$ cat config.mk
export PLATFORM = sky130hd
export DESIGN_NAME = aix_top
export DESIGN_NICKNAME = d
export VERILOG_FILES = /design/src/inc/aix_pkg.sv /design/src/rtl/aix_irq_detect.sv /design/src/rtl/aix_top.sv
export SDC_FILE = /design/constraint.sdc
export NUM_CORES = 1
export LEC_CHECK = 0
export BUFFER_PORTS_ARGS = -buffer_cell sky130_fd_sc_hd__buf_2
export CAP_MARGIN = 0
export CORE_MARGIN = 3
export CORE_UTILIZATION = 45
export DETAILED_ROUTE_END_ITERATION = 10
export PLACE_DENSITY = 0.73
export SYNTH_ARGS = -nofsm -noshare
export SYNTH_HDL_FRONTEND = slang
export SYNTH_SLANG_ARGS = --single-unit
$ cat constraint.sdc
create_clock -name clk -period 1.7 [get_ports clk]
set_clock_uncertainty 0.1 [all_clocks]
set_input_delay 0 -clock clk [delete_from_list [all_inputs] [get_ports clk]]
set_output_delay 0 -clock clk [all_outputs]
set_load 0.02 [all_outputs]
$ cat src/inc/aix_pkg.sv
package aix_pkg;

  // ----------------------------------------------------------------------
  // Special function register map
  // ----------------------------------------------------------------------
  localparam logic [7:0] ADDR_AUX_IRQ_CTRL = 8'hc0;
  localparam logic [7:0] ADDR_NIBBLE_PORT  = 8'hd8;

  // ----------------------------------------------------------------------
  // Auxiliary interrupt control field positions
  // ----------------------------------------------------------------------
  localparam int unsigned CTRL_C_EDGE_BIT = 0;
  localparam int unsigned CTRL_C_PEND_BIT = 1;
  localparam int unsigned CTRL_C_EN_BIT   = 2;
  localparam int unsigned CTRL_C_PRIO_BIT = 3;
  localparam int unsigned CTRL_D_EDGE_BIT = 4;
  localparam int unsigned CTRL_D_PEND_BIT = 5;
  localparam int unsigned CTRL_D_EN_BIT   = 6;
  localparam int unsigned CTRL_D_PRIO_BIT = 7;

  // ----------------------------------------------------------------------
  // Sources, vectors and port pins
  // ----------------------------------------------------------------------
  localparam int unsigned NUM_SRC        = 8;
  localparam int unsigned NUM_LEGACY     = 6;
  localparam int unsigned SRC_W          = 3;
  localparam int unsigned PORT_W         = 4;
  localparam logic [2:0]  SRC_IRQ_C      = 3'h6;
  localparam logic [2:0]  SRC_IRQ_D      = 3'h7;
  localparam logic [7:0]  VEC_BASE       = 8'h03;
  localparam int unsigned VEC_SHIFT      = 3;
  localparam int unsigned PIN_IRQ_C      = 3;
  localparam int unsigned PIN_IRQ_D      = 2;

  // ----------------------------------------------------------------------
  // Reset values
  // ----------------------------------------------------------------------
  localparam logic [3:0] RST_PORT_LATCH = 4'hf;
  localparam logic [3:0] RST_PIN_SYNC   = 4'hf;
  localparam logic [7:0] RST_SFR_DATA   = 8'h00;

  // ----------------------------------------------------------------------
  // Carriers and state
  // ----------------------------------------------------------------------
  typedef struct packed {
    logic       wrEn;
    logic [7:0] addr;
    logic [7:0] wrData;
    logic       bitWrEn;
    logic [7:0] bitAddr;
    logic       bitVal;
  } aix_sfr_req_type;

  typedef struct packed {
    logic       req;
    logic       high;
    logic [2:0] src;
    logic [7:0] vector;
  } aix_irq_out_type;

  typedef struct packed {
    logic prioHigh;
    logic enable;
    logic edgeMode;
  } aix_src_cfg_type;

  typedef struct packed {
    logic prevLevel;
    logic pending;
  } aix_det_state_type;

  typedef struct packed {
    aix_src_cfg_type cfgC;
    aix_src_cfg_type cfgD;
    logic [3:0]      portLatch;
    logic [3:0]      portOe;
    logic [3:0]      pinMeta;
    logic [3:0]      pinSync;
    logic            inServLow;
    logic            inServHigh;
    aix_irq_out_type irq;
    logic [7:0]      rdData;
  } aix_top_state_type;

endpackage : aix_pkg

$ cat src/rtl/aix_irq_detect.sv
`timescale 1ns/1ps
module aix_irq_detect (
  input  logic clk,
  input  logic rst_n,
  input  logic levelN,
  input  logic edgeMode,
  input  logic swWrEn,
  input  logic swVal,
  input  logic vecClear,
  output logic pending
);
  import aix_pkg::*;

  aix_det_state_type s_q;
  aix_det_state_type s_d;
  logic              fall;

  assign fall    = s_q.prevLevel & ~levelN;
  assign pending = s_q.pending;

  always_comb
  begin
    s_d           = s_q;
    s_d.prevLevel = levelN;
    if (edgeMode)
    begin
      if (swWrEn)
        s_d.pending = swVal;
      if (vecClear)
        s_d.pending = 1'b0;
      if (fall)
        s_d.pending = 1'b1;
    end
    else
    begin
      s_d.pending = ~levelN;
    end
  end

  always_ff @(posedge clk or negedge rst_n)
  begin
    if (!rst_n)
      s_q <= '{prevLevel: 1'b1, pending: 1'b0};
    else
      s_q <= s_d;
  end
endmodule : aix_irq_detect

$ cat src/rtl/aix_top.sv
`timescale 1ns/1ps
// Functional notes
// - Control register at 0C0H; every bit settable and clearable singly, pending bits in edge mode only.
// - Bits 7..0: d prio, d enable, d pending, d edge, same for c.
// - Priority bit 1 serves the source at high level, 0 at low.
// - Added source requests only while its enable bit (2 or 6) is 1.
// - Edge-mode bit 1 detects falling edge; 0 detects active-low level.
// - Edge mode: falling edge sets pending; vectoring clears it.
// - Vectors 03H,0BH,13H,1BH,23H,2BH, irq_c 33H, irq_d 3BH.
// - Same level: fixed order from outside input a down to irq_d.
// - Six legacy sources gated by legacy enable bits 0 to 5.
// - Four-bit bit-addressable port at 0D8H; writes drive, reads pins.
// - Port pins 3 and 2 serve as I/O or added interrupt inputs.
// - Reset sets port latches, pin synchronizers and detector previous levels to ones, other registers to zero.
// - Exactly two priority levels across the eight sources.
module aix_top (
  input  logic                     clk,
  input  logic                     rst_n,
  input  aix_pkg::aix_sfr_req_type sfrReq,
  output logic [7:0]               sfrRdData,
  input  logic [7:0]               legacyIrqEnable,
  input  logic [5:0]               legacyReq,
  input  logic [5:0]               legacyPrioHigh,
  input  logic                     intAck,
  input  logic                     retiStrobe,
  output aix_pkg::aix_irq_out_type irqOut,
  input  logic [3:0]               nibbleIn,
  output logic [3:0]               nibbleOut,
  output logic [3:0]               nibbleOe
);
  import aix_pkg::*;

  aix_top_state_type s_q;
  aix_top_state_type s_d;
  logic [7:0]        ctrlWr;
  logic [7:0]        ctrlVal;
  logic [3:0]        portWr;
  logic [3:0]        portVal;
  logic [7:0]        ctrlByte;
  logic [7:0]        reqVec;
  logic [7:0]        prioVec;
  logic [7:0]        hiVec;
  logic [7:0]        loVec;
  logic [7:0]        winVec;
  logic              pendC;
  logic              pendD;
  logic              vecClearC;
  logic              vecClearD;
  logic              ackTaken;

  function automatic logic [2:0] firstSet(input logic [7:0] v);
    logic [2:0] idx;
    idx = 3'h0;
    for (int i = 7; i >= 0; i--)
    begin
      if (v[i])
        idx = i[2:0];
    end
    return idx;
  endfunction : firstSet

  // ----------------------------------------------------------------------
  // Outputs
  // ----------------------------------------------------------------------
  assign sfrRdData = s_q.rdData;
  assign irqOut    = s_q.irq;
  assign nibbleOut = s_q.portLatch;
  assign nibbleOe  = s_q.portOe;

  // ----------------------------------------------------------------------
  // Added interrupt detectors
  // ----------------------------------------------------------------------
  assign ackTaken  = intAck & s_q.irq.req;
  assign vecClearC = ackTaken && (s_q.irq.src == SRC_IRQ_C);
  assign vecClearD = ackTaken && (s_q.irq.src == SRC_IRQ_D);

  aix_irq_detect u_det_c (
    .clk      (clk),
    .rst_n    (rst_n),
    .levelN   (s_q.pinSync[PIN_IRQ_C]),
    .edgeMode (s_q.cfgC.edgeMode),
    .swWrEn   (ctrlWr[CTRL_C_PEND_BIT]),
    .swVal    (ctrlVal[CTRL_C_PEND_BIT]),
    .vecClear (vecClearC),
    .pending  (pendC)
  );

  aix_irq_detect u_det_d (
    .clk      (clk),
    .rst_n    (rst_n),
    .levelN   (s_q.pinSync[PIN_IRQ_D]),
    .edgeMode (s_q.cfgD.edgeMode),
    .swWrEn   (ctrlWr[CTRL_D_PEND_BIT]),
    .swVal    (ctrlVal[CTRL_D_PEND_BIT]),
    .vecClear (vecClearD),
    .pending  (pendD)
  );

  // ----------------------------------------------------------------------
  // Register writes, port, dispatch
  // ----------------------------------------------------------------------
  always_comb
  begin
    s_d     = s_q;
    ctrlWr  = 8'h00;
    ctrlVal = 8'h00;
    portWr  = 4'h0;
    portVal = 4'h0;

    if (sfrReq.wrEn && sfrReq.addr == ADDR_AUX_IRQ_CTRL)
    begin
      ctrlWr  = 8'hff;
      ctrlVal = sfrReq.wrData;
    end
    if (sfrReq.wrEn && sfrReq.addr == ADDR_NIBBLE_PORT)
    begin
      portWr  = 4'hf;
      portVal = sfrReq.wrData[3:0];
    end
    if (sfrReq.bitWrEn && sfrReq.bitAddr[7:3] == ADDR_AUX_IRQ_CTRL[7:3])
    begin
      ctrlWr[sfrReq.bitAddr[2:0]]  = 1'b1;
      ctrlVal[sfrReq.bitAddr[2:0]] = sfrReq.bitVal;
    end
    if (sfrReq.bitWrEn && sfrReq.bitAddr[7:3] == ADDR_NIBBLE_PORT[7:3]
        && !sfrReq.bitAddr[2])
    begin
      portWr[sfrReq.bitAddr[1:0]]  = 1'b1;
      portVal[sfrReq.bitAddr[1:0]] = sfrReq.bitVal;
    end

    if (ctrlWr[CTRL_C_PRIO_BIT])
      s_d.cfgC.prioHigh = ctrlVal[CTRL_C_PRIO_BIT];
    if (ctrlWr[CTRL_C_EN_BIT])
      s_d.cfgC.enable = ctrlVal[CTRL_C_EN_BIT];
    if (ctrlWr[CTRL_C_EDGE_BIT])
      s_d.cfgC.edgeMode = ctrlVal[CTRL_C_EDGE_BIT];
    if (ctrlWr[CTRL_D_PRIO_BIT])
      s_d.cfgD.prioHigh = ctrlVal[CTRL_D_PRIO_BIT];
    if (ctrlWr[CTRL_D_EN_BIT])
      s_d.cfgD.enable = ctrlVal[CTRL_D_EN_BIT];
    if (ctrlWr[CTRL_D_EDGE_BIT])
      s_d.cfgD.edgeMode = ctrlVal[CTRL_D_EDGE_BIT];

    for (int i = 0; i < PORT_W; i++)
    begin
      if (portWr[i])
        s_d.portLatch[i] = portVal[i];
    end
    // Latch zero pulls the pin low; latch one releases it to the pull-up
    s_d.portOe  = ~s_d.portLatch;
    s_d.pinMeta = nibbleIn;
    s_d.pinSync = s_q.pinMeta;

    // Read path
    ctrlByte                  = 8'h00;
    ctrlByte[CTRL_C_EDGE_BIT] = s_q.cfgC.edgeMode;
    ctrlByte[CTRL_C_PEND_BIT] = pendC;
    ctrlByte[CTRL_C_EN_BIT]   = s_q.cfgC.enable;
    ctrlByte[CTRL_C_PRIO_BIT] = s_q.cfgC.prioHigh;
    ctrlByte[CTRL_D_EDGE_BIT] = s_q.cfgD.edgeMode;
    ctrlByte[CTRL_D_PEND_BIT] = pendD;
    ctrlByte[CTRL_D_EN_BIT]   = s_q.cfgD.enable;
    ctrlByte[CTRL_D_PRIO_BIT] = s_q.cfgD.prioHigh;
    if (sfrReq.addr == ADDR_AUX_IRQ_CTRL)
      s_d.rdData = ctrlByte;
    else if (sfrReq.addr == ADDR_NIBBLE_PORT)
      s_d.rdData = {4'h0, s_q.pinSync};
    else
      s_d.rdData = RST_SFR_DATA;

    // Request gathering and two-level selection
    reqVec = {s_q.cfgD.enable & pendD, s_q.cfgC.enable & pendC,
              legacyReq & legacyIrqEnable[5:0]};
    prioVec = {s_q.cfgD.prioHigh, s_q.cfgC.prioHigh, legacyPrioHigh};
    hiVec   = reqVec & prioVec & {8{~s_q.inServHigh}};
    loVec   = reqVec & ~prioVec
              & {8{~s_q.inServHigh & ~s_q.inServLow}};
    winVec  = (|hiVec) ? hiVec : loVec;

    // An ack drops the request for one cycle so stale state is not shown
    s_d.irq.req    = (|winVec) & ~ackTaken;
    s_d.irq.high   = |hiVec;
    s_d.irq.src    = firstSet(winVec);
    s_d.irq.vector = VEC_BASE
                     | ({5'h00, s_d.irq.src} << VEC_SHIFT);

    // In-service levels: an ack wins over a return in the same cycle
    if (ackTaken)
    begin
      if (s_q.irq.high)
        s_d.inServHigh = 1'b1;
      else
        s_d.inServLow = 1'b1;
    end
    else if (retiStrobe)
    begin
      if (s_q.inServHigh)
        s_d.inServHigh = 1'b0;
      else
        s_d.inServLow = 1'b0;
    end
  end

  always_ff @(posedge clk or negedge rst_n)
  begin
    if (!rst_n)
    begin
      s_q           <= '0;
      s_q.portLatch <= RST_PORT_LATCH;
      s_q.pinMeta   <= RST_PIN_SYNC;
      s_q.pinSync   <= RST_PIN_SYNC;
    end
    else
    begin
      s_q <= s_d;
    end
  end
endmodule : aix_top
After elaboration in Yosys (flattened, before gate mapping)
Index checks and enable logic that the tools add are counted.
{ "classes": {"n_addsub": 0, "n_mul": 0, "div": 0, "magnitude_cmp": 4, "eq_ne": 11, "shift": 0, "muxes": 42, "bitwise_logic": 21, "reduce_logical": 15} }
{ "ops": {"columns": ["cell", "count"], "rows": [
  ["two-way mux 8 bit", 6],
  ["bitwise AND 8 bit", 4],
  ["two-way mux 3 bit", 8],
  ["two-way mux 4 bit", 5],
  ["two-way mux 1 bit", 17],
  ["== test 8 bit, second input constant", 2],
  ["OR reduction 8 bit", 2],
  ["== test 5 bit, second input constant", 2],
  ["logical AND 1 bit", 9],
  ["bitwise mux 8 bit", 1],
  ["inequality test 4 x 1 -> 1 bit, second input constant", 2],
  ["inverter 8 bit", 1],
  ["OR 8 bit", 1],
  ["bitwise AND 1 bit", 7],
  ["bitwise AND 6 bit", 1],
  ["== test 3 bit, second input constant", 2],
  ["inverter 1 bit", 5],
  ["bitwise mux 4 bit", 1],
  ["< comparator 3 x 4 -> 1 bit, second input constant", 1],
  ["two-way mux 2 bit", 2],
  ["inequality test 2 bit, second input constant", 2],
  ["inverter 4 bit", 1],
  ["OR 4 bit", 1],
  ["demux 1 bit (select 3 bit)", 1],
  ["9 further kinds", 9]
]} }
{ "word_totals": {"reg_bits": 46, "latch_bits": 0, "mem_bits_rw": 0, "romBits": 0, "input_bits": 55, "out_inout_bits": 29, "wordCells": 114, "mem_count": 0} }

Longest topological paths before layout
Gate-level depths: netlist (run 1).
{ "depth": {"word_depth": 13, "depth_mapped": 6, "depth_no_buf": 5} }

Cells and area by module
From an unflattened synthesis (run 1), not the netlist that was laid out.
{ "unflattened": {"cells_unflattened": 231, "area_unflattened_um2": 2342.2} }
{ "by_module_without_submodules": {"columns": ["module", "n_inst", "cells_each", "area_each_um2", "seq_area_each_um2"], "rows": [
  ["aix_top", 1, 219, 2167.1, 965.9],
  ["aix_irq_detect", 2, 6, 87.6, 51.3]
]} }

Worst setup path after synthesis (run 1)
Ideal clock, no wire load.
{ "synth_path": {"path_type": "register to register", "from": "register s_q (netlist bit ctrlByte[7])", "to": "register s_q (netlist bit irqOut[9])", "setup_time_ps": 111, "arrival_time_ps": 1394, "required_ps": 1489, "setup_slack_ps": 95, "stages_incl_launch_ff": 6, "path_buffers": 0, "synth_period_minus_slack_ps": 1605, "cell_sequence": "dfrtp_1 -> and3_1 -> or2_1 -> nor3_1 -> a221oi_1 -> a2111oi_2"} }
{ "synth_rtl": {"columns": ["element", "line", "rtl"], "rows": [
  ["from (decl)", "aix_top.sv:33", "aix_top_state_type s_q;"]
]} }

==> results of run 1 <==
==> worst max-delay path, stage by stage <==
cell and delay [ns]:
buf_2 0.11, nor4_4 0.29, and2_4 0.21, nand3_4 0.12
mux2_4 0.32, mux2i_1 0.12, dlygate4sd3_1 0.57
==> state kept, by name, summed over array words and instances (netlist names) <==
| name | cells |
|---|---|
| u_det_c.pending | 1 |
| nibbleOe | 4 |
| ctrlByte | 6 |
| sfrRdData | 8 |
| u_det_c.s_q | 1 |
| s_d | 4 |
| irqOut | 6 |
| u_det_d.pending | 1 |
| s_q | 6 |
| nibbleOut | 4 |
| u_det_d.s_q | 1 |
==> per-layer routing <==
metal	part of all wire [%]	vias to the layer above	track usage (%)
met5	0	-	0
met4	2.1	0	6.64
met3	6.0	12	4.31
met2	50	69	31.8
met1	41	952	23.4
li1	-	1000	-
==> final timing paths <==
check | depth (start not counted) | to | slack (ns) | from
setup / recovery | 7 | nibbleOe[0] | 0.08 | sfrReq[23]
hold / removal | 4 | ctrlByte[7] | 0.02 | sfrReq[17]
min in group asynchronous | 3 | nibbleOe[2] | 0.20 | rst_n
setup reg to reg | 3 | s_q[22] | 0.11 | s_q[21]
hold reg to reg | 0 | s_q[25] | 0.25 | s_d[25]
max in group asynchronous | 3 | s_d[26] | 0.92 | rst_n
==> where the power goes <==
group / leakage (nW) / total (mW) / internal [mW] / switching (mW)
Sequential: 0.501 / 1.22 / 1.12 / 0.0963
Combinational: 0.918 / 0.715 / 0.335 / 0.379
Clock: 0.0452 / 0.617 / 0.289 / 0.328
Total: 1.46 / 2.55 / 1.75 / 0.803
==> timing repair <==
item / CTS / global route
setup buffers: 0 / 3
setup endpoints to repair: 0 / 7
hold buffers: 23 / 0
gates resized for setup: 0 / 4
hold endpoints to repair: 50 / 0
==> cells by family after synthesis <==
family	synth area share, %
and+or+nand+nor	20.1
AOI/OAI and AO/OA	14.4
DFF	44.8
buffers and inverters	10.9
muxes	9.44
other	0.315
==> stage by stage <==
stage                     total power, mW  worst slack [ns]
after detailed placement             1.88            0.0352
after global placement               1.87            0.0677
after floorplan                      1.72            0.0946
after CTS                            2.55           0.00609
final                                2.55            0.0807
after global routing                 2.69          -0.00209
==> cell type report <==
cell class / count / area share [%]
Multi-Input combinational cell: 153 / 35.1
Sequential cell: 42 / 34.9
Timing Repair Buffer: 116 / 23.9
Tap cell: 67 / 2.74
Clock buffer: 6 / 2.37
Inverter: 4 / 0.490
Clock inverter: 2 / 0.449
==> synthesized netlist by cell type, types with 3 or more instances <==
| cell | count | share of area (%) |
|---|---|---|
| dfstp_2 | 14 | 15 |
| a22oi_1 | 4 | 1.3 |
| nand2b_1 | 3 | 0.79 |
| and3_2 | 4 | 1.3 |
| and2_1 | 4 | 1.0 |
| o211ai_1 | 5 | 1.6 |
| nand3_1 | 12 | 2.5 |
| o21ai_0 | 12 | 2.5 |
| buf_4 | 30 | 9.4 |
| o31ai_1 | 3 | 0.94 |
| a31oi_1 | 3 | 0.79 |
| dfrtp_1 | 28 | 29 |
| nand4_1 | 4 | 1.0 |
| o31a_1 | 3 | 1.1 |
| nor4_1 | 3 | 0.79 |
| clkbuf_1 | 4 | 0.63 |
| nor2_1 | 9 | 1.4 |
| and3_1 | 6 | 1.6 |
| mux2i_1 | 9 | 3.8 |
| mux2_2 | 4 | 1.9 |
| mux2_4 | 6 | 3.8 |
| inv_1 | 4 | 0.63 |
| nor3_1 | 7 | 1.5 |
| nand2_1 | 17 | 2.7 |
==> cell usage in the layout, fill, tap and decap left out, types with 6 or more instances in the layout <==
master and n:
buf_2 78, buf_4 15, dfrtp_1 28, dfstp_2 14, dlygate4sd3_1 23, mux2_4 6, mux2i_1 9, nand2_1 17
nand3_1 12, nor2_1 8, nor3_1 6, o21ai_0 12
==> key figures, run 1 <==
Final layout
  • Fill cells: roughly 430
  • Non-filler cells, final: 390
  • Share of cells above drive strength 1: 43.0%
  • Sequential Area: 1070 um2
  • Final antenna diode count: 0
  • Fin util: between 60 and 70%
  • Multi-input logic area: around 1100 um2
  • Fin area: just over 3000 um2
  • Synth-to-Final Area Change: 28.4%
  • # nets final: around 380

Route
  • Via count: slightly above 2000
  • Post-DRT Antenna Nets: 0
  • Drt via density: ~5.2
  • DR WL/cell: between 10 and 15 um
  • Pre-antenna DRT Iters: 4
  • Drt initial violations: about 120
  • Routed WL: 5490 um
  • Remaining DRCs: 0

Clocking
  • Num CTS Buffers: 5
  • Latest clock arrival within the worst-skew pair: roughly 0.29 ns
  • Clock Pin Slew Worst Setup and Hold Paths: around 0.080 ns
  • CTS sink cnt: 42
  • CTS Buffer Depth: 2
  • CTS tree: done
  • Clk root buf: clkbuf_8
  • H-tree depth: 2

Timing
  • Period utilization: about 95%
  • Min Tclk post-route: between 1.5 and 2 ns
  • Slew Viols, Final: 0
  • Worst Tran Pin Value: about 0.51 ns
  • Total negative slack: 0 ns
  • Final setup violation count: 0
  • Hold Slack: approximately 0.015 ns
  • Final Hold Vio Count: 0
  • Slew margin rel.: approximately two thirds
  • Fmax: 618 MHz

Floorplanning
  • Die area: between 6000 and 7000 um2
  • Initial core utilization: around half
  • Die width: roughly 80 um
  • Core area: just under 5000 um2
  • Rows: 25
  • Die Ht: roughly 79 um
  • Top-Level Pins: 84

Power
  • Leak: between 1 and 1.5 nW
  • Maximum VDD drop: approximately 0.36 mV
  • Power Dens Cells: around 830 nW/um2

Critical path
  • Critical path class: in -> reg
  • Crit. End Element: register
  • WP data arrival: 1.75 ns
  • Crit start category: input port
  • Worst Path Required: 1.83 ns
  • Maximum fanout along the worst path: 4

Yosys
  • Main synth FF type: dfrtp_1
  • Synthesized instance count: approximately 230
  • FFs w/ async S/R, synth: 100%
  • Syn avg cell area: roughly 10 um2
  • Mapped cell area: around 2400 um2
  • Post-synth EDFFs: 0
  • Number of synthesized register bits: 42
  • Synth Warn #: 0
  • Synth cell types: 52
  • Seq/Total Area, Yosys: 44.8%

Global routing
  • GRT Util Overall: a little under a fifth
  • First-pass GRT wire length: approximately 9200 um
  • Grt total ovfl: 0
  • Largest net degree at the start of global routing: 43
  • Initial antenna violation count: 0
  • Vias in the first global route: approximately 1900

Placement
  • Placed Cells incl. Taps: 356
  • Placed inst area: roughly 2700 um2
  • Port bufs: 78
  • GPL Wtd Cong: around 0.96
  • HPWL after DPL: 4160 um

Run
  • Max-cap violations: 0

Outcome
  • Outcome: completed

Worst hold path
  • HP Class: in -> reg
Power figures use the tool's default switching activity.
==> run 2: changes to the inputs <==
Settings changed: GPL_TIMING_DRIVEN set to 0, SYNTH_HIERARCHICAL set to 1.
==> run 2 against run 1 <==
Net effect: first-iteration DRC count up 4.1%; flip-flop and latch count unchanged; die area shrank 1.6%; hold slack improved by 0.020 ns; power is 14% higher; global-route usage shrank 0.33 points; count of clock-buffer cells in the layout decreased by 1; highest routed layer unchanged; synthesized area down 1.8%; register-to-register slack worse by 0.05 ns; synthesized cell count shrank 0.43%.
==> key figures, run 2 <==
Route
  • Drt via density: approximately 5.2
  • Remaining DRCs: 0
  • Pre-antenna DRT Iters: 5
  • Drt initial violations: roughly 130
  • DR WL/cell: 13.7 um
  • Via count: roughly 2100
  • Post-DRT Antenna Nets: 0
  • Routed WL: 5590 um

Floorplanning
  • Rows: 25
  • Die area: roughly 6100 um2
  • Top-Level Pins: between 80 and 90
  • Core area: roughly 5000 um2
  • Die Ht: just under 80 um
  • Initial core utilization: between 40% and 50%
  • Die width: a little under 80 um

Clocking
  • CTS tree: done
  • Latest clock arrival within the worst-skew pair: ~0.3 ns
  • H-tree depth: 2
  • Num CTS Buffers: 5
  • CTS sink cnt: 42
  • Clock Pin Slew Worst Setup and Hold Paths: ~0.080 ns
  • Clk root buf: clkbuf_8
  • CTS Buffer Depth: 2

Final layout
  • Share of cells above drive strength 1: ~47%
  • Fin util: between 60% and 70%
  • Max reg flops: 8
  • Non-filler cells, final: 409
  • Final antenna diode count: 0
  • # nets final: about 400
  • Synth-to-Final Area Change: 39.1%
  • Most frequent cells in the layout: buf_2, buf_4, nand2_1, dlygate4sd3_1, dfrtp_1
  • Fill cells: ~400
  • Commonest non-fill, non-tap cell in the layout: buf_2

Timing
  • Final setup violation count: 0
  • Total negative slack: 0 ns
  • Final Hold Vio Count: 0
  • Worst Tran Pin Value: 0.915 ns
  • Slew margin rel.: around two fifths
  • Fmax: slightly above 600 MHz
  • Slew Viols, Final: 0
  • Period utilization: 96.3%
  • RSZ-0062 raised after global routing: false
  • Min Tclk post-route: roughly 1.6 ns

Yosys
  • Top post-synthesis cells by area: dfrtp_1, dfstp_2, buf_4
  • Number of synthesized register bits: 42
  • Synth Warn #: 6
  • Seq/Total Area, Yosys: between 40% and 50%
  • FFs w/ async S/R, synth: 100%
  • Synth cell types: between 50 and 60
  • Synth cell count leaders: buf_4, dfrtp_1, nand2_1
  • Post-synth EDFFs: 0
  • Synth area leader: dfrtp_1
  • Main synth FF type: dfrtp_1
  • Mapped cell area: 2340 um2
  • Top-count cell post-synth: buf_4
  • Post-synth top area share: 29.9%
  • Synthesized instance count: between 200 and 250
  • Syn avg cell area: ~10 um2

Power
  • Leak: 1.61 nW
  • Combinational group share of total power: between 20% and 30%
  • Flop pwr share: a little over two fifths
  • Cell internal pwr: 2.08 mW
  • Power Dens Cells: 893 nW/um2
  • Switch Pwr: just over 0.8 mW
  • Switching Share: ~29%
  • Maximum VDD drop: around 0.75 mV
  • Clk pwr share: between 30 and 40%

Global routing
  • Grt total ovfl: 0
  • GRT Util Overall: between 10% and 20%
  • Initial antenna violation count: 0
  • Largest net degree at the start of global routing: 43
  • Vias in the first global route: 2003
  • First-pass GRT wire length: 9080 um

Outcome
  • Outcome: completed

Critical path
  • R2r worst-path depth: 5
  • Worst Path Required: ~1.8 ns
  • Maximum fanout along the worst path: 4
  • Crit. End Element: register
  • WP data arrival: 1.72 ns
  • Crit start category: register
  • Flop-to-flop setup slack: between 0.06 and 0.07 ns
  • Critical path class: reg -> reg

Placement
  • HPWL after DPL: 4010 um
  • Port bufs: 75
  • Placed Cells incl. Taps: between 300 and 400
  • GPL Wtd Cong: roughly 0.94

Worst hold path
  • Hold Crit Depth: 4
  • HP Class: in -> reg

Run
  • Max-cap violations: 0
run 2: timing repair:
item | CTS | global route
gates resized for setup | 8 | 9
buffers inserted | 0 | 1
pin swaps | 0 | 2
endpoints found under the setup margin | 2 | 2
gates cloned | 0 | 0
hold buffers | 25 | 0
endpoints found under the hold margin | 49 | 0
run 2: metrics by stage:
| step | hold slack (ns) | worst slack (ns) | power, mW | instance area (um2) |
|---|---|---|---|---|
| global placement | 0.00506 | -0.233 | 1.88 | 2810 |
| detailed placement | 0.00665 | -0.288 | 1.89 | 2810 |
| floorplan | -0.396 | 0.00313 | 1.66 | 2350 |
| global route | 0.0398 | 0.00254 | 3.05 | 3260 |
| finish | 0.0351 | 0.0629 | 2.91 | 3260 |
| CTS | 0.0213 | 0.0157 | 2.91 | 3230 |
run 2: kinds of logic (layout without fill, tap and decap cells):
family | Yosys count | after routing | synth area share [%]
other | 2 | 4 | 0.321
AO/OA/AOI/OAI | 43 | 43 | 13.2
flip-flops | 42 | 42 | 45.6
buffers and inverters | 38 | 147 | 11.9
AND/OR/NAND/NOR | 90 | 90 | 21.4
multiplexers | 16 | 16 | 7.59
run 2: critical path: stages (launching register included):
cell and delay [ns]:
dfrtp_2 0.46, nand3_4 0.10, and4_4 0.25, nand3_2 0.10
o21a_1 0.22, a2111oi_2 0.29
run 2: worst paths after layout:
kind / endpoint / start
max: irqOut[9] / ctrlByte[3]
min: irqOut[9] / legacyIrqEnable[1]
max reg2reg: irqOut[9] / ctrlByte[3]
min reg2reg: s_q[23] / s_d[23]
max in group asynchronous: ctrlByte[2] / rst_n
min in group asynchronous: nibbleOe[2] / rst_n
run 2: layer usage:
metal,global-route usage (%),part of all wire (%),vias up
met3,4.13,7.6,13
li1,-,-,1024
met1,23.6,42,980
met4,5.07,1.9,0
met5,0,0,-
met2,31.3,48,90
run 2: layout make-up:
| type | instances | area (um2) | area share [%] |
|---|---|---|---|
| Clock buffer | 5 | 68.8 | 2.11 |
| Sequential cell | 42 | 1070 | 33.0 |
| Buffer | 33 | 264 | 8.10 |
| Inverter | 5 | 18.8 | 0.576 |
| Clock inverter | 3 | 68.8 | 2.11 |
| Multi-Input combinational cell | 153 | 1050 | 32.1 |
| Timing Repair Buffer | 101 | 633 | 19.4 |
| Tap cell | 67 | 83.8 | 2.57 |
run 2: power groups by stage:
stage / Combinational, mW / Sequential (mW) / Clock, mW
3_5_place_dp: 0.646 / 1.25 / 0
3_3_place_gp: 0.638 / 1.24 / 0
4_1_cts: 0.716 / 1.24 / 0.954
5_1_grt: 0.792 / 1.26 / 0.999
2_1_floorplan: 0.447 / 1.21 / 0
6_report: 0.725 / 1.24 / 0.943
